File: src/verilog/dvfs_pkg.sv
package dvfs_pkg;
   localparam int unsigned CLK_MHZ          = 200;
   localparam int unsigned STALL_MAX_US     = 10;
   // longest stall time in clock cycles
   localparam int unsigned STALL_MAX_CYC    = STALL_MAX_US * CLK_MHZ;
   localparam int unsigned VCODE_W          = 6;
   localparam int unsigned RATIO_W          = 6;
   localparam int unsigned POINT_W          = VCODE_W + RATIO_W;
   localparam logic [5:0]  VCODE_RESET      = 6'h3F;
   localparam logic [5:0]  RATIO_RESET      = 6'h01;
   localparam int unsigned RAMP_CYC_DEF     = 16;
   localparam int unsigned LOCK_CYC_DEF     = 64;
   localparam int unsigned THERM_WAIT_DEF   = 20000;
   localparam logic [5:0]  VCODE_STEP       = 6'h01;
   typedef enum logic [2:0] {DVFS_IDLE, DVFS_VUP, DVFS_RELOCK, DVFS_VDN, DVFS_DONE} dvfs_state_t;
endpackage

File: src/verilog/dvfs_ramp.sv
`timescale 1ns/10ps
// steps the voltage code one count per ramp interval toward the target
module dvfs_ramp
   import dvfs_pkg::*;
#(
   parameter int unsigned RAMP_CYC = RAMP_CYC_DEF
) (
   input  wire logic                 clk,
   input  wire logic                 rst,
   input  wire logic                 ce,
   input  wire logic [VCODE_W-1:0]   target,
   output logic      [VCODE_W-1:0]   code_q,
   output logic                      at_target
);
   localparam int unsigned CW = $clog2(RAMP_CYC + 1);
   logic [CW-1:0] tick_q;
   wire           tick_end = (tick_q == CW'(RAMP_CYC - 1));
   wire           go_up    = target > code_q;
   assign at_target = (target == code_q);

   always_ff @(posedge clk or posedge rst) begin
      if (rst) begin
         tick_q <= '0;
         code_q <= VCODE_RESET;
      end else if (ce) begin
         tick_q <= (at_target || tick_end) ? '0 : tick_q + CW'(1);
         if (!at_target && tick_end) begin
            code_q <= go_up ? code_q + VCODE_STEP : code_q - VCODE_STEP;
         end
      end
   end
endmodule

File: src/verilog/dvfs_bus_gate.sv
`timescale 1ns/10ps
// bus input buffer and termination gating, one flop per line
module dvfs_bus_gate #(
   parameter int unsigned LINES = 8
) (
   input  wire logic             clk,
   input  wire logic             rst,
   input  wire logic             ce,
   input  wire logic             data_buffer_power_req_n,
   input  wire logic             priority_agent_req_n,
   input  wire logic [LINES-1:0] line_drive_low,
   output logic                  data_buf_en_q,
   output logic                  addr_buf_en_q,
   output logic      [LINES-1:0] odt_en_q
);
   always_ff @(posedge clk or posedge rst) begin
      if (rst) begin
         data_buf_en_q <= 1'b0;
         addr_buf_en_q <= 1'b0;
      end else if (ce) begin
         data_buf_en_q <= !data_buffer_power_req_n;
         addr_buf_en_q <= !priority_agent_req_n;
      end
   end

   genvar i;
   generate
      for (i = 0; i < LINES; i++) begin : g_odt
         always_ff @(posedge clk or posedge rst) begin
            if (rst) begin
               odt_en_q[i] <= 1'b1;
            end else if (ce) begin
               odt_en_q[i] <= !line_drive_low[i];
            end
         end
      end
   endgenerate

   property p_data_gate;
      @(posedge clk) disable iff (rst)
      ce |=> data_buf_en_q == !$past(data_buffer_power_req_n);
   endproperty
   a_data_gate: assert property (p_data_gate) else $error("data buffer gate wrong");

   property p_addr_gate;
      @(posedge clk) disable iff (rst)
      ce |=> addr_buf_en_q == !$past(priority_agent_req_n);
   endproperty
   a_addr_gate: assert property (p_addr_gate) else $error("addr buffer gate wrong");

   // every line, not just the first
   property p_odt;
      @(posedge clk) disable iff (rst)
      ce |=> odt_en_q == ~$past(line_drive_low);
   endproperty
   a_odt: assert property (p_odt) else $error("termination on while driving low");
endmodule

File: src/verilog/dvfs_ctrl.sv
`timescale 1ns/10ps
// Overview of operation
// - many operating points, chosen by software writes, no toggle pin
// - going faster: raise voltage code first, then relock the PLL
// - going slower: relock the PLL first, then lower voltage code
// - requests always accepted; one arriving mid-transition waits until it ends
// - voltage code moves one step per internal ramp interval
// - core unavailable at most 10 us per frequency change
// - block next request asserted during the frequency change
// - hot die forces move to programmed low operating point
// - after fixed wait, if cool, return to the prior point
// - pulse an interrupt for thermal down and thermal up moves
// - data input buffers on only while data power request active
// - address and control buffers off while priority request inactive
// - termination off on a line the device drives low
// - power status low from deep sleep entry until exit
// - 6-bit code, 0 is 1.708 V, all ones 0.700 V
// - voltage code driven by own push-pull logic
// - core clock is integer multiple of bus clock
module dvfs_ctrl
   import dvfs_pkg::*;
#(
   parameter int unsigned RAMP_CYC   = RAMP_CYC_DEF,
   parameter int unsigned LOCK_CYC   = LOCK_CYC_DEF,
   parameter int unsigned THERM_WAIT = THERM_WAIT_DEF,
   parameter int unsigned LINES      = 8
) (
   input  wire logic                        clk,
   input  wire logic                        rst,
   input  wire logic                        ce,
   input  wire logic                        req_valid,
   input  wire logic [dvfs_pkg::VCODE_W-1:0] req_vcode,
   input  wire logic [dvfs_pkg::RATIO_W-1:0] req_ratio,
   input  wire logic [dvfs_pkg::VCODE_W-1:0] therm_low_vcode,
   input  wire logic [dvfs_pkg::RATIO_W-1:0] therm_low_ratio,
   input  wire logic                        therm_enable,
   input  wire logic                        therm_hot,
   input  wire logic                        pll_locked,
   input  wire logic                        sleep_state,
   input  wire logic                        deep_sleep_req_n,
   input  wire logic                        data_buffer_power_req_n,
   input  wire logic                        priority_agent_req_n,
   input  wire logic [LINES-1:0]            line_drive_low,
   output logic      [dvfs_pkg::VCODE_W-1:0] voltage_code_out,
   output logic      [dvfs_pkg::RATIO_W-1:0] core_ratio_q,
   output logic                             pll_relock_q,
   output logic                             block_next_req_n,
   output logic                             core_stall_q,
   output logic                             busy_q,
   output logic                             therm_active_q,
   output logic                             therm_down_irq_q,
   output logic                             therm_up_irq_q,
   output logic                             power_status_low_n,
   output logic                             data_buf_en_q,
   output logic                             addr_buf_en_q,
   output logic      [LINES-1:0]            odt_en_q
);
   import dvfs_pkg::*;

   localparam int unsigned LCW = $clog2(STALL_MAX_CYC + 1);
   localparam int unsigned TWW = $clog2(THERM_WAIT + 1);

   dvfs_state_t         state_q;
   dvfs_state_t         state_d;
   logic [VCODE_W-1:0]  vtarget_q;
   logic [RATIO_W-1:0]  tgt_ratio_q;
   logic [VCODE_W-1:0]  tgt_vcode_q;
   logic [POINT_W-1:0]  pend_q;
   logic                pend_valid_q;
   logic [POINT_W-1:0]  saved_q;
   logic [LCW-1:0]      lock_cnt_q;
   logic [TWW-1:0]      twait_q;
   logic                therm_down_go;
   logic                therm_up_go;
   logic [VCODE_W-1:0]  code_now;
   logic                ramp_done;
   logic                stall_d;
   logic                deep_q;

   dvfs_ramp #(.RAMP_CYC(RAMP_CYC)) u_ramp (
      .clk       (clk),
      .rst       (rst),
      .ce        (ce),
      .target    (vtarget_q),
      .code_q    (code_now),
      .at_target (ramp_done)
   );

   dvfs_bus_gate #(.LINES(LINES)) u_gate (
      .clk                     (clk),
      .rst                     (rst),
      .ce                      (ce),
      .data_buffer_power_req_n (data_buffer_power_req_n),
      .priority_agent_req_n    (priority_agent_req_n),
      .line_drive_low          (line_drive_low),
      .data_buf_en_q           (data_buf_en_q),
      .addr_buf_en_q           (addr_buf_en_q),
      .odt_en_q                (odt_en_q)
   );

   assign voltage_code_out = code_now;

   wire idle_w     = (state_q == DVFS_IDLE);
   wire faster_w   = pend_q[POINT_W-1 -: RATIO_W] > core_ratio_q;
   wire slower_w   = pend_q[POINT_W-1 -: RATIO_W] < core_ratio_q;
   wire lock_end_w = pll_locked || (lock_cnt_q >= LCW'(STALL_MAX_CYC - 1));
   wire twait_end  = (twait_q == TWW'(THERM_WAIT - 1));
   // direction of the running move; pend_q may already hold a deferred one
   wire up_w       = (tgt_ratio_q > core_ratio_q);

   assign therm_down_go = therm_enable && therm_hot && !therm_active_q && idle_w && !pend_valid_q;
   assign therm_up_go   = therm_active_q && twait_end && !therm_hot && idle_w && !pend_valid_q;

   always_comb begin
      state_d = state_q;
      stall_d = 1'b0;
      case (state_q)
         DVFS_IDLE: begin
            if (pend_valid_q) begin
               if (faster_w) begin
                  state_d = DVFS_VUP;
               end else if (slower_w) begin
                  state_d = DVFS_RELOCK;
                  stall_d = 1'b1;
               end else begin
                  state_d = DVFS_VDN;
               end
            end
         end
         DVFS_VUP: begin
            if (ramp_done) begin
               state_d = DVFS_RELOCK;
               stall_d = 1'b1;
            end
         end
         DVFS_RELOCK: begin
            stall_d = !lock_end_w;
            if (lock_end_w) begin
               state_d = up_w ? DVFS_DONE : DVFS_VDN;
            end
         end
         DVFS_VDN: begin
            if (ramp_done) begin
               state_d = DVFS_DONE;
            end
         end
         DVFS_DONE: begin
            state_d = DVFS_IDLE;
         end
         default: state_d = DVFS_IDLE;
      endcase
   end

   always_ff @(posedge clk or posedge rst) begin
      if (rst) begin
         state_q      <= DVFS_IDLE;
         core_stall_q <= 1'b0;
         lock_cnt_q   <= '0;
      end else if (ce) begin
         state_q      <= state_d;
         core_stall_q <= stall_d;
         lock_cnt_q   <= stall_d ? lock_cnt_q + LCW'(1) : '0;
      end
   end

   always_ff @(posedge clk or posedge rst) begin
      if (rst) begin
         block_next_req_n <= 1'b1;
         pll_relock_q     <= 1'b0;
         busy_q           <= 1'b0;
      end else if (ce) begin
         block_next_req_n <= !stall_d;
         pll_relock_q     <= stall_d;
         busy_q           <= (state_d != DVFS_IDLE);
      end
   end

   // ratio of core to bus clock
   always_ff @(posedge clk or posedge rst) begin
      if (rst) begin
         core_ratio_q <= RATIO_RESET;
         vtarget_q    <= VCODE_RESET;
         tgt_ratio_q  <= RATIO_RESET;
         tgt_vcode_q  <= VCODE_RESET;
      end else if (ce) begin
         if (idle_w && pend_valid_q) begin
            tgt_ratio_q <= pend_q[POINT_W-1 -: RATIO_W];
            tgt_vcode_q <= pend_q[VCODE_W-1:0];
            if (faster_w) begin
               vtarget_q <= pend_q[VCODE_W-1:0];
            end
         end
         if (state_q == DVFS_RELOCK && lock_end_w) begin
            core_ratio_q <= tgt_ratio_q;
            vtarget_q    <= tgt_vcode_q;
         end else if (state_q == DVFS_IDLE && pend_valid_q && !faster_w && !slower_w) begin
            vtarget_q <= pend_q[VCODE_W-1:0];
         end
      end
   end

   always_ff @(posedge clk or posedge rst) begin
      if (rst) begin
         pend_q       <= '0;
         pend_valid_q <= 1'b0;
      end else if (ce) begin
         if (req_valid) begin
            pend_q       <= {req_ratio, req_vcode};
            pend_valid_q <= 1'b1;
         end else if (therm_down_go) begin
            pend_q       <= {therm_low_ratio, therm_low_vcode};
            pend_valid_q <= 1'b1;
         end else if (therm_up_go) begin
            pend_q       <= saved_q;
            pend_valid_q <= 1'b1;
         end else if (idle_w && pend_valid_q) begin
            pend_valid_q <= 1'b0;
         end
      end
   end

   always_ff @(posedge clk or posedge rst) begin
      if (rst) begin
         saved_q          <= '0;
         therm_active_q   <= 1'b0;
         twait_q          <= '0;
         therm_down_irq_q <= 1'b0;
         therm_up_irq_q   <= 1'b0;
      end else if (ce) begin
         therm_down_irq_q <= therm_down_go && !req_valid;
         therm_up_irq_q   <= therm_up_go && !req_valid;
         if (therm_down_go && !req_valid) begin
            saved_q        <= {core_ratio_q, vtarget_q};
            therm_active_q <= 1'b1;
            twait_q        <= '0;
         end else if (therm_up_go && !req_valid) begin
            therm_active_q <= 1'b0;
         end else if (therm_active_q) begin
            twait_q <= twait_end ? twait_q : twait_q + TWW'(1);
         end
      end
   end

   always_ff @(posedge clk or posedge rst) begin
      if (rst) begin
         deep_q             <= 1'b0;
         power_status_low_n <= 1'b1;
      end else if (ce) begin
         if (!deep_sleep_req_n && sleep_state) begin
            deep_q <= 1'b1;
         end else if (deep_sleep_req_n) begin
            deep_q <= 1'b0;
         end
         power_status_low_n <= !((!deep_sleep_req_n && sleep_state) || (deep_q && !deep_sleep_req_n));
      end
   end

   property p_vup_first;
      @(posedge clk) disable iff (rst)
      pll_relock_q && up_w |-> code_now == tgt_vcode_q;
   endproperty
   a_vup_first: assert property (p_vup_first) else $error("relock before voltage reached");

   property p_vdn_after;
      @(posedge clk) disable iff (rst)
      (state_q == DVFS_VDN) |-> core_ratio_q == tgt_ratio_q;
   endproperty
   a_vdn_after: assert property (p_vdn_after) else $error("voltage drop before relock");

   property p_step;
      @(posedge clk) disable iff (rst)
      ce && $past(ce) |-> (code_now == $past(code_now)) || (code_now == $past(code_now) + VCODE_STEP)
                          || (code_now == $past(code_now) - VCODE_STEP);
   endproperty
   a_step: assert property (p_step) else $error("voltage code jumped");

   property p_stall_bound;
      @(posedge clk) disable iff (rst)
      lock_cnt_q <= LCW'(STALL_MAX_CYC);
   endproperty
   a_stall_bound: assert property (p_stall_bound) else $error("stall exceeded bound");

   property p_bnr;
      @(posedge clk) disable iff (rst)
      core_stall_q |-> !block_next_req_n;
   endproperty
   a_bnr: assert property (p_bnr) else $error("snoops not blocked");

   property p_defer;
      @(posedge clk) disable iff (rst)
      ce && req_valid |=> pend_valid_q;
   endproperty
   a_defer: assert property (p_defer) else $error("request lost");

   property p_down_irq;
      @(posedge clk) disable iff (rst)
      therm_down_irq_q |-> therm_active_q && saved_q == $past({core_ratio_q, vtarget_q});
   endproperty
   a_down_irq: assert property (p_down_irq) else $error("thermal drop state wrong");

   property p_psi;
      @(posedge clk) disable iff (rst)
      ce && deep_sleep_req_n |=> power_status_low_n;
   endproperty
   a_psi: assert property (p_psi) else $error("power status held after exit");

   c_up: cover property (@(posedge clk) disable iff (rst) state_q == DVFS_VUP ##[1:300] state_q == DVFS_DONE);
   c_down: cover property (@(posedge clk) disable iff (rst) therm_down_irq_q);
   c_back: cover property (@(posedge clk) disable iff (rst) therm_up_irq_q);
   c_defer: cover property (@(posedge clk) disable iff (rst) busy_q && req_valid);
endmodule

File: config.mk
export PLATFORM = sky130hd
export DESIGN_NAME = dvfs_ctrl
export DESIGN_NICKNAME = d
export VERILOG_FILES = /design/src/verilog/dvfs_pkg.sv /design/src/verilog/dvfs_ramp.sv /design/src/verilog/dvfs_bus_gate.sv /design/src/verilog/dvfs_ctrl.sv
export SDC_FILE = /design/constraint.sdc
export NUM_CORES = 1
export LEC_CHECK = 0
export ABC_AREA = 1
export BUFFER_PORTS_ARGS = -buffer_cell sky130_fd_sc_hd__clkbuf_2
export CORE_MARGIN = 1.5
export CORE_UTILIZATION = 35
export CTS_BUF_LIST = sky130_fd_sc_hd__clkbuf_8
export CTS_CLUSTER_DIAMETER = 50
export CTS_CLUSTER_SIZE = 40
export DETAILED_ROUTE_END_ITERATION = 8
export GPL_ROUTABILITY_DRIVEN = 0
export PLACE_DENSITY = 0.53
export SLEW_MARGIN = 20
export SYNTH_ARGS = -nofsm -noshare
export SYNTH_HDL_FRONTEND = slang
export SYNTH_SLANG_ARGS = --single-unit
File: constraint.sdc
create_clock -name clk -period 4.5 [get_ports clk]
set_input_delay 0.675 -clock clk [delete_from_list [all_inputs] [get_ports clk]]
set_output_delay 0.675 -clock clk [all_outputs]
set_load 0.02 [all_outputs]
==> After elaboration in Yosys (flattened, before gate mapping) <==
Index checks and enable logic that the tools add are counted.
{ "totals": {"ff_bits": 107, "input_bits": 43, "elab_cells": 143} }
{ "op_classes": {"addsub": 5, "magnitude_cmp": 5, "n_eq_ne": 8, "mux": 35, "reduce_logical": 60} }
{ "ops": {"columns": ["cell", "n"], "rows": [
  ["$mux 15", 4],
  ["$mux 12", 3],
  ["$mux 6", 5],
  ["$logic_not 1->1", 21],
  ["$gt 6x6->1", 3],
  ["$logic_and 1x1->1", 17],
  ["$reduce_and 2->1", 8],
  ["$add 15x1->15 const B", 1],
  ["$eq 15x15->1 const B", 1],
  ["$mux 3", 5],
  ["$mux 1", 13],
  ["$pmux 3 s4", 1],
  ["$reduce_bool 3->1", 4],
  ["$add 11x1->11 const B", 1],
  ["$ge 11x11->1 const B", 1],
  ["$mux 11", 1],
  ["$add 6x1->6 const B", 1],
  ["$eq 3x2->1 const B", 2],
  ["$eq 6x6->1", 1],
  ["$lt 6x6->1", 1],
  ["$reduce_bool 2->1", 3],
  ["$sub 6x1->6 const B", 1],
  ["$add 5x1->5 const B", 1],
  ["$eq 5x4->1 const B", 1],
  ["other kinds (11)", 13]
]} }

==> Logic depth before layout (Yosys ltp) <==
Gate-level depths: netlist (run 1).
{ "logic_depth": {"word_depth": 8, "mapped_depth": 18} }

==> Cells and area by module <==
From an unflattened synthesis (run 1), not the netlist that was laid out.
{ "unflattened": {"hier_cells": 742, "hier_area_um2": 5950.7} }
{ "by_module_without_submodules": {"columns": ["mod", "n_inst", "cells_per_inst", "area_each_um2", "seq_area_each_um2"], "rows": [
  ["dvfs_ctrl", 1, 584, 4634.4, 2172.1],
  ["dvfs_ramp", 1, 105, 887.1, 282.8],
  ["dvfs_bus_gate", 1, 53, 429.2, 260.2]
]} }

==> Worst setup path after synthesis (run 1) <==
No wires, ideal clock.
{ "synth_timing": {"path_kind": "reg-to-reg", "from": "register u_ramp.code_q[5]", "to": "register u_ramp.code_q[5]", "setup_time_ns": 0.076, "arrival_ns": 2.534, "required_ns": 4.424, "slack_ns": 1.889, "path_stages_with_launch": 19, "path_buffers": 0, "synth_period_minus_slack_ns": 2.611, "cell_sequence": "dfstp_2 inv_1 ha_1 nand2_1 inv_1 nand3_1 o221ai_1 nand2_1 ha_1 a21oi_1 nand2_1 nand2_1 nand2_1 a21oi_1 inv_1 nand2_1 nand3_1 nand2_1 nand2_1"} }
{ "synth_via": {"elab_chain_cells": 4} }
{ "synth_rtl": {"columns": ["item", "line", "text"], "rows": [
  ["from (decl)", "dvfs_ramp.sv:12", "output logic [VCODE_W-1:0] code_q,"],
  ["from (signal assigned)", "dvfs_ramp.sv:28", "code_q <= go_up ? code_q + VCODE_STEP : code_q - VCODE_STEP;"],
  ["parallel branches: the longest is 4 deep, another holds $sub 6x1->6", null, null]
]} }
Several ways; the timed one is not identified.
A chain may end at the register's enable or synchronous reset.

==> Worst setup path after layout (run 1) <==
Ends and elaborated chain as after synthesis.

==> flow_summary.ini, run 1 <==
[outcome]
outcome = completed

[floorplanning]
die_area_um2 = 17730
start_util_pct = 35.76
rows = 47
ios = 73
die_x_um = 133.2
coreArea_um2 = 16580
fp.dieH_um = 133.2

[worst_setup_path]
cp-start-kind = flip-flop
path_class = reg2reg
cp.required_ns = 4.82
end_kind = flip-flop
critPathMaxFanout = 6
arrival_ns = 3.13

[clock_network]
clkTransAtPathRegs_ns = 0.10
cts_tree = yes
postCtsSetupBuffers = 0
cts.htree.levels = 3
ctsHoldBuffers = 0
insertion_delay_ns = 0.38
clock-sinks = 107
cts_root_buf = clkbuf_8
numCtsBuffers = 9
cts-resized-gates = 0
clk_path_buf_depth = 2

[synthesis]
ys_top_cells_by_count = 168 x nand2_1, 78 x inv_1, 77 x dfrtp_1, 51 x nand3_1, 51 x o21ai_0
syn_avg_cell_area_um2 = 8.532
ys_ff_latch = 107
synth_nets = 765
yosysTopAreaCell = dfrtp_1
ys.flop_type = dfrtp_1
synth.most_common_cell = nand2_1
ys_types = 46
netlist_area_um2 = 5929
synth_top_area_share_pct = 32.50
ys_warn_count = 0
seq_area_frac_synth_pct = 45.79
synth_enable_flop_cells = 0
synth.area.top_cells = dfrtp_1 32%, dfstp_2 13%, nand2_1 11%
synth_cells = 695
ys_async_sr_fraction_pct = 100.0

[hold_path]
hp-class = in2async

[cells_and_area]
n_fill_cell = 1741
final_cells = 982
postLayoutCoreUtil_pct = 40.00
fin_nets = 827
drive_gt1_share_pct = 24.15
register_area_um2 = 2715
diodes = 0
area_growth_pct = 11.86
multi_input_area_um2 = 2713

[sta]
slew_headroom_pct = 33.48
setup-tns-final_ns = 0
max_freq_mhz = 356.1
tightest_slew_ns = 0.9940
finClkSkew_ns = 0.01438
hold_viol_final = 0
drv_slew = 0
period_share_pct = 62.41
fin_crit_ns = 2.809
rsz0062_at_grt = false
finalSetupViolations = 0

[global_routing]
overflow = 0
grt_usage_pct = 15.65
grt_first_pass_wirelength_um = 22200
antenna_found_initial = 0
grt_pass1_vias = 4601
grt_max_degree = 61

[flow_run]
maxCapViolCount = 0

[place]
port_buffers = 72
placedCellCount = 966
place_hpwl_um = 9313

[route]
vias_per_cell = 4.754
detail-route-antenna-nets = 0
firstDrtPassIters = 4
vias = 4668
route.detailed.drc = 0
drt-initial-drc-count = 217
routedWlPerCell_um = 13.38
drt_wl_total_um = 13140

[power_and_ir_drop]
leakage_uw = 0.003256
power.density_nw_per_um2 = 556.2
peakVddDrop_uv = 205.1
-- logic make-up after synthesis --
family,count (synthesis),synth area share (%)
simple gates,308,24.41
compound gates,120,12.15
buf+inv,111,8.462
flops,107,45.79
fa+ha+maj,27,5.824
xor+xnor,21,3.102
mux,1,0.2531
-- layout by cell type, fill, tap and decap left out, types with 2 or more instances in the layout --
cell type,n
or2_2,3
o21a_1,3
nand4_1,17
inv_2,8
dfstp_2,30
clkinv_2,2
bufinv_16,2
clkbuf_2,72
nand2_2,10
nand3_1,51
dfrtp_1,77
nor2_4,2
nor3_1,8
a31oi_1,2
nand3_4,2
a21oi_1,21
xor2_1,16
inv_1,78
nand2_1,168
clkinvlp_4,2
clkbuf_8,9
buf_4,3
xnor2_1,5
nor2_2,2
o21ai_1,14
ha_1,26
nor3_4,2
o21ai_0,51
o21ai_2,23
nand3_2,4
nor2_1,33
-- path summary, 6_finish.rpt --
| path | from | end | slack (ns) | cells past startpoint |
|---|---|---|---|---|
| max reg2reg | u_ramp.code_q[5] | u_ramp.code_q[5] | 1.69 | 18 |
| max | u_ramp.code_q[5] | u_ramp.code_q[5] | 1.69 | 18 |
| max in group asynchronous | rst | twait_q[11] | 3.20 | 3 |
| min in group clk | line_drive_low[5] | u_gate.odt_en_q[5] | 0.43 | 2 |
| min reg2reg | u_ramp.code_q[5] | u_ramp.code_q[5] | 0.47 | 2 |
| min | rst | saved_q[2] | 0.23 | 2 |
-- report_power, final --
part | total [µW] | internal (µW) | leakage [µW] | switching (µW)
clock | 657 | 313 | 0.000107 | 344
combinational | 1510 | 578 | 0.00182 | 933
sequential | 1520 | 1290 | 0.00133 | 231
-- flip-flops by register name, summed over array words and instances (netlist names), 3 cells and up --
name             flops
state_q              3
saved_q             12
vtarget_q            6
u_ramp.code_q        6
tgt_ratio_q          6
tgt_vcode_q          6
u_gate.odt_en_q      8
u_ramp.tick_q        5
pend_q              12
lock_cnt_q          11
twait_q             15
core_ratio_q         6
-- worst max-delay path, stage by stage, from the launching register on --
cell	delay (ns)
dfstp_2	0.55
inv_1	0.05
ha_1	0.29
nand2_1	0.07
inv_1	0.07
nand3_1	0.06
o221ai_1	0.19
nand2_1	0.23
ha_1	0.39
a21oi_1	0.14
nand2_1	0.08
nand2_1	0.08
nand2_1	0.06
a21oi_1	0.16
inv_1	0.06
nand2_1	0.08
nand3_1	0.07
nand2_1	0.06
nand2_1	0.04
-- metrics by stage --
step	hold WS, ns	power, µW	instance area, µm²	setup WS [ns]
CTS	0.2162	3732	6633	1.679
floorplan	0.4446	2679	5929	1.057
detailed placement	0.4581	3054	6416	1.545
global placement	0.4586	3005	6416	1.625
finish	0.2327	3689	6633	1.691
global route	0.2262	4017	6633	1.357
-- routing by layer --
metal	share of wire [%]	up-vias	GRT usage, %
met4	0.61	0	5.133
met2	48	100	26.24
met3	4.0	4	2.740
met5	0	-	0
met1	47	2185	20.61
li1	-	2379	-
-- area by class of cell --
| type | count | share of cell area, % |
|---|---|---|
| well taps | 220 | 4.150 |
| repair buffers | 75 | 5.772 |
| clock inverters | 7 | 1.396 |
| clock buffers | 9 | 1.868 |
| flip-flops and latches | 107 | 40.94 |
| multi-input cells | 477 | 40.90 |
| inverters | 87 | 4.980 |
(Power assumes the default switching activity.)
==> run 2, diff against run 1 <==
- ABC_AREA: 1 -> 0
- PLACE_DENSITY: 0.53 -> 0.55
- clock period: 4.5 -> 2.27 ns (I/O delays scaled with it)
==> run 2 against run 1 <==
The run now ends with negative setup slack left; global-route usage is 0.53 points higher; cell area grew 5.3%; sequential power rose by 82%; synthesized area is 6.1% lower; die area shrank 6.0%; clock-buffer cell count grew 2; non-clock buffer count is 56 higher; worst setup slack got worse by 2.0 ns; first-iteration DRC count down 10%; clock power increased by 63%; maximum frequency increased by 9.9%; largest cell class is now multi-input combinational cells.
==> flow_summary.ini, run 2 <==
[route]
drt_wl_total_um = 12480
drt-initial-drc-count = 195
route.detailed.drc = 0
vias = 4202
vias_per_cell = 4.880
routedWlPerCell_um = 14.50
detail-route-antenna-nets = 0
firstDrtPassIters = 4

[sta]
finClkSkew_ns = 0.01599
rsz0062_at_grt = true
slew_headroom_pct = 52.98
drv_slew = 0
period_share_pct = 112.6
finalSetupViolations = 5
setup-tns-final_ns = -0.8192
hold_ws_ns = 0.06896
fin_crit_ns = 2.556
tightest_slew_ns = 0.7039
hold_viol_final = 0
max_freq_mhz = 391.2
setup_ws_ns = -0.2864

[synthesis]
ys_warn_count = 0
syn_avg_cell_area_um2 = 10.62
synth_cells = 524
ys_types = 61
ys_ff_latch = 107
netlist_area_um2 = 5565
yosysTopAreaCell = dfrtp_1
ys_async_sr_fraction_pct = 100.0
ys_top_cells_by_count = 77 x dfrtp_1, 53 x nor2_1, 41 x a21oi_1, 38 x mux2_2, 38 x nand2_1
ys.flop_type = dfrtp_1
synth_enable_flop_cells = 0
synth_top_area_share_pct = 34.62
synth_nets = 594
synth.area.top_cells = dfrtp_1 35%, dfstp_2 14%, mux2_2 7.7%
synth.most_common_cell = dfrtp_1
seq_area_frac_synth_pct = 48.79

[worst_setup_path]
cp.required_ns = 2.57
path_class = reg2reg
ff2ff_path_depth = 13
cp-start-kind = flip-flop
critPathMaxFanout = 5
end_kind = flip-flop
arrival_ns = 2.86

[place]
place_hpwl_um = 9152
dp_slack_ns = -0.3597
dpl-instance-area_um2 = 6620
port_buffers = 72

[floorplanning]
fp.dieH_um = 129.1
die_area_um2 = 16670
die_x_um = 129.1
rows = 45
coreArea_um2 = 15370
start_util_pct = 36.21
ios = 73

[cells_and_area]
reg.largest.list = twait_q x15, pend_q x12, saved_q x12
design_area_um2 = 6983
final_common_cell = dfrtp_1
fin_nets = 715
top_register = twait_q
area_growth_pct = 25.47
drive_gt1_share_pct = 39.69
diodes = 0
largest_reg_flops = 15
mostFrequentLayoutCells = 77 x dfrtp_1, 72 x clkbuf_2, 53 x nor2_1

[global_routing]
grt_pass1_vias = 4294
grt_max_degree = 34
overflow = 0
grt_first_pass_wirelength_um = 21180
grt_usage_pct = 16.18
antenna_found_initial = 0

[clock_network]
clkTransAtPathRegs_ns = 0.09
clock-sinks = 107
insertion_delay_ns = 0.38
clk_path_buf_depth = 2
cts_tree = yes
numCtsBuffers = 9
cts.htree.levels = 3
cts_root_buf = clkbuf_8

[hold_path]
hp-class = in2async

[power_and_ir_drop]
leakage_uw = 0.003187
power.density_nw_per_um2 = 1018
peakVddDrop_uv = 505.7

[flow_run]
maxCapViolCount = 0

[outcome]
violations = negative setup slack
outcome = finished with violations
run 2: cell types whose count changed after synthesis, moves of 11 or more:
cell | previous run | this run
nor2_1 | 33 | 53
mux2_2 | 0 | 38
nand2_1 | 168 | 38
o21ai_2 | 23 | 1
mux2i_1 | 0 | 16
inv_1 | 78 | 24
a21oi_1 | 21 | 41
nand3_1 | 51 | 10
nand4_1 | 17 | 6
o21ai_0 | 51 | 18
run 2: cell families after synthesis:
logic type,count (synthesis),share of synthesized area [%]
AOI/OAI and AO/OA,109,12.99
xor gates and xnor gates,23,3.620
adders and majority gates,27,6.205
buffers and inverters,45,3.507
DFF,107,48.79
muxes,58,11.38
and+or+nand+nor,155,13.51
run 2: metal layers:
metal  vias up  wire length, µm  GRT usage (%)  share of wire, %
met1      2040             5901          21.50                47
met3        12              411          3.633               3.3
li1       2085                -              -                 -
met4         0              150          4.560               1.2
met2        65             6020          26.60                48
met5         -                0              0                 0
run 2: stage by stage:
step,total power (µW),util (%),instances
after floorplan,4571,-,524
after global placement,5548,43.07,840
after detailed placement,5669,43.07,840
after CTS,7072,45.08,860
after global routing,7695,45.43,861
final,7108,45.43,861
run 2: what timing repair did:
action | 4_1_cts | 5_1_grt
pin swaps | 25 | 17
hold buffers | 0 | 0
buffers inserted | 4 | 2
gates resized for setup | 22 | 10
endpoints found under the setup margin | 9 | 38
run 2: critical path, cell delays in order (launching register included):
cell,delay (ns)
dfstp_2,0.54
inv_2,0.04
ha_4,0.23
nor2b_4,0.12
o31ai_2,0.26
a21oi_2,0.12
nand2_4,0.13
ha_4,0.22
a211oi_2,0.20
o21bai_1,0.08
a21oi_1,0.17
xnor2_1,0.14
nor2_1,0.08
xnor2_1,0.16
run 2: power by group:
part           switching, µW  internal (µW)  total, µW
registers                338           2430       2770
logic                   1600           1670       3270
clock network            627            445       1070
run 2: final cells by class:
| class | instances | area (µm²) |
|---|---|---|
| inverters | 24 | 93.84 |
| multi-input cells | 372 | 2864 |
| flip-flops and latches | 107 | 2715 |
| fillers | 1466 | 8388 |
| clock inverters | 5 | 21.27 |
| clock buffers | 11 | 151.4 |
| well taps | 211 | 264.0 |
| repair buffers | 131 | 873.3 |
run 2: worst paths after layout:
kind	startpoint	to	slack, ns
max	u_ramp.code_q[1]	u_ramp.code_q[5]	-0.29
min	rst	saved_q[0]	0.07
max in group asynchronous	rst	power_status_low_n	1.53
max reg2reg	u_ramp.code_q[1]	u_ramp.code_q[5]	-0.29
min in group clk	line_drive_low[3]	u_gate.odt_en_q[3]	0.09
min reg2reg	tgt_ratio_q[0]	tgt_ratio_q[0]	0.48
==> run 3, diff against run 2 <==
--- a/config.mk
+++ b/config.mk
@@ -15,4 +15,5 @@
 export DETAILED_ROUTE_END_ITERATION = 8
 export GPL_ROUTABILITY_DRIVEN = 0
+export GPL_TIMING_DRIVEN = 0
 export PLACE_DENSITY = 0.55
 export SLEW_MARGIN = 20
==> constraint.sdc (replaced) <==
create_clock -name clk -period 2.27 [get_ports clk]
set_input_delay 0.3405 -clock clk [delete_from_list [all_inputs] [get_ports clk]]
set_output_delay 0.3405 -clock clk [all_outputs]
set_load 0.05 [all_outputs]
==> run 3 against run 2 <==
The run still ends with negative setup slack left; clock power rose by 16%; worst hold slack gained 0.0023 ns; non-clock buffer count shrank 20; critical path depth unchanged; core utilization is 0.85 points lower; clock skew down 0.0014 ns; final cell count shrank 2.3%; sequential power increased by 3%.
==> flow_summary.ini, run 3 (same netlist as run 2, synthesis figures left out) <==
[cells_and_area]
largest_reg_flops = 15
mostFrequentLayoutCells = 71 x dfrtp_1, 71 x clkbuf_2, 52 x nor2_1
top_register = twait_q
reg.largest.list = twait_q x15, pend_q x12, saved_q x12
n_fill_cell = 1465
drive_gt1_share_pct = 37.14
area_growth_pct = 23.11
fin_nets = 695
postLayoutCoreUtil_pct = 44.57
design_area_um2 = 6852
diodes = 0

[place]
place_hpwl_um = 9212
port_buffers = 71
dpl-instance-area_um2 = 6352

[hold_path]
holdPathEnd = u_gate.odt_en_q[4]
hp-class = in2reg
worstHoldPathCells = 2
hold_start = line_drive_low[4]

[power_and_ir_drop]
power.density_nw_per_um2 = 1046
leakage_uw = 0.003047
peakVddDrop_uv = 731.2

[clock_network]
clkTransAtPathRegs_ns = 0.10
clk_path_buf_depth = 2
numCtsBuffers = 9
clock-sinks = 107
cts.htree.levels = 3
cts_root_buf = clkbuf_8
cts_tree = yes
insertion_delay_ns = 0.39

[worst_setup_path]
ff2ff_path_depth = 13
end_kind = flip-flop
path_class = reg2reg
cp-startpoint = u_ramp.code_q[1]
cp.required_ns = 2.58
regToRegSetupSlack_ns = -0.32
cp-start-kind = flip-flop
critPathMaxFanout = 5
arrival_ns = 2.91
rr_endpoint = u_ramp.code_q[5]
r2r-start = u_ramp.code_q[1]

[global_routing]
grt_max_degree = 34
grt_pass1_vias = 4257
grt_usage_pct = 16.47
overflow = 0
antenna_found_initial = 0
grt_first_pass_wirelength_um = 21150

[floorplanning]
rows = 45
coreArea_um2 = 15370
start_util_pct = 36.21
ios = 73
fp.dieH_um = 129.1
die_x_um = 129.1
die_area_um2 = 16670

[sta]
setup_ws_ns = -0.3235
finClkSkew_ns = 0.01456
period_share_pct = 114.3
slew_headroom_pct = 55.49
fin_crit_ns = 2.594
hold_viol_final = 0
finalSetupViolations = 5
rsz0062_at_grt = true
tightest_slew_ns = 0.6676
max_freq_mhz = 385.6
drv_slew = 0

[outcome]
outcome = finished with violations
violations = negative setup slack

[route]
wl_met2_um = 6147
wl_met1_um = 5880
drt-initial-drc-count = 143
route.detailed.drc = 0
routedWlPerCell_um = 15.12
vias = 4210
detail-route-antenna-nets = 0
wl_met3_um = 545
drt_wl_total_um = 12710
vias_per_cell = 5.006
firstDrtPassIters = 4
dr.max_layer_used = met4

[flow_run]
maxCapViolCount = 0
==> run 3: worst max-delay path by stage <==
stage / end / cells past startpoint
after global placement: u_ramp.code_q[5] / 13
after detailed placement: u_ramp.code_q[5] / 13
after CTS: u_ramp.code_q[5] / 13
after floorplan: u_ramp.code_q[5] / 12
after global routing: u_ramp.code_q[5] / 13
final: u_ramp.code_q[5] / 13
==> run 3: power breakdown <==
part | leakage (µW) | internal (µW) | switching, µW | total, µW
clock | 0.000108 | 552 | 692 | 1240
sequential | 0.00132 | 2440 | 394 | 2840
combinational | 0.00162 | 1380 | 1700 | 3080
==> run 3: per-layer routing <==
layer,vias to the layer above,global-route usage (%)
met1,2080,21.20
li1,2056,-
met2,62,27.41
met4,0,4.627
met5,-,0
met3,12,4.335
==> run 3: repair_timing <==
action / CTS / global route
pin swaps: 10 / 16
gates resized for setup: 11 / 25
hold endpoints to repair: 23 / 0
endpoints found under the setup margin: 59 / 59
hold buffers: 1 / 0
setup buffers: 10 / 6
==> run 3: final cells by class <==
class,count,area [µm²],area share (%)
clock buffers,10,137.6,2.009
plain buffers,20,118.9,1.735
flip-flops and latches,107,2730,39.85
repair buffers,91,549.3,8.017
inverters,24,96.34,1.406
multi-input cells,372,2883,42.07
clock inverters,6,72.57,1.059
well taps,211,264.0,3.853
==> run 3: critical path, stage by stage, from the launching register on <==
cell	delay, ns
dfstp_4	0.63
inv_2	0.04
ha_4	0.26
nor2b_4	0.13
o31ai_2	0.07
a21oi_2	0.29
nand2_8	0.11
ha_4	0.23
a211oi_2	0.17
o21bai_1	0.09
a21oi_1	0.15
xnor2_1	0.14
nor2_1	0.07
xnor2_1	0.15
==> run 3: through the flow <==
stage	total power (µW)	setup WS, ns	hold slack (ns)	TNS, ns	instances
5_1_grt	7701	-0.4562	0.04360	-1.415	841
3_5_place_dp	5590	-0.4051	0.4267	-8.548	809
2_1_floorplan	4911	-0.3376	0.3953	-0.9070	524
6_report	7166	-0.3235	0.07128	-0.8538	841
4_1_cts	7048	-0.3569	0.03795	-0.9307	836
3_3_place_gp	5496	-0.4054	0.4676	-15.02	806
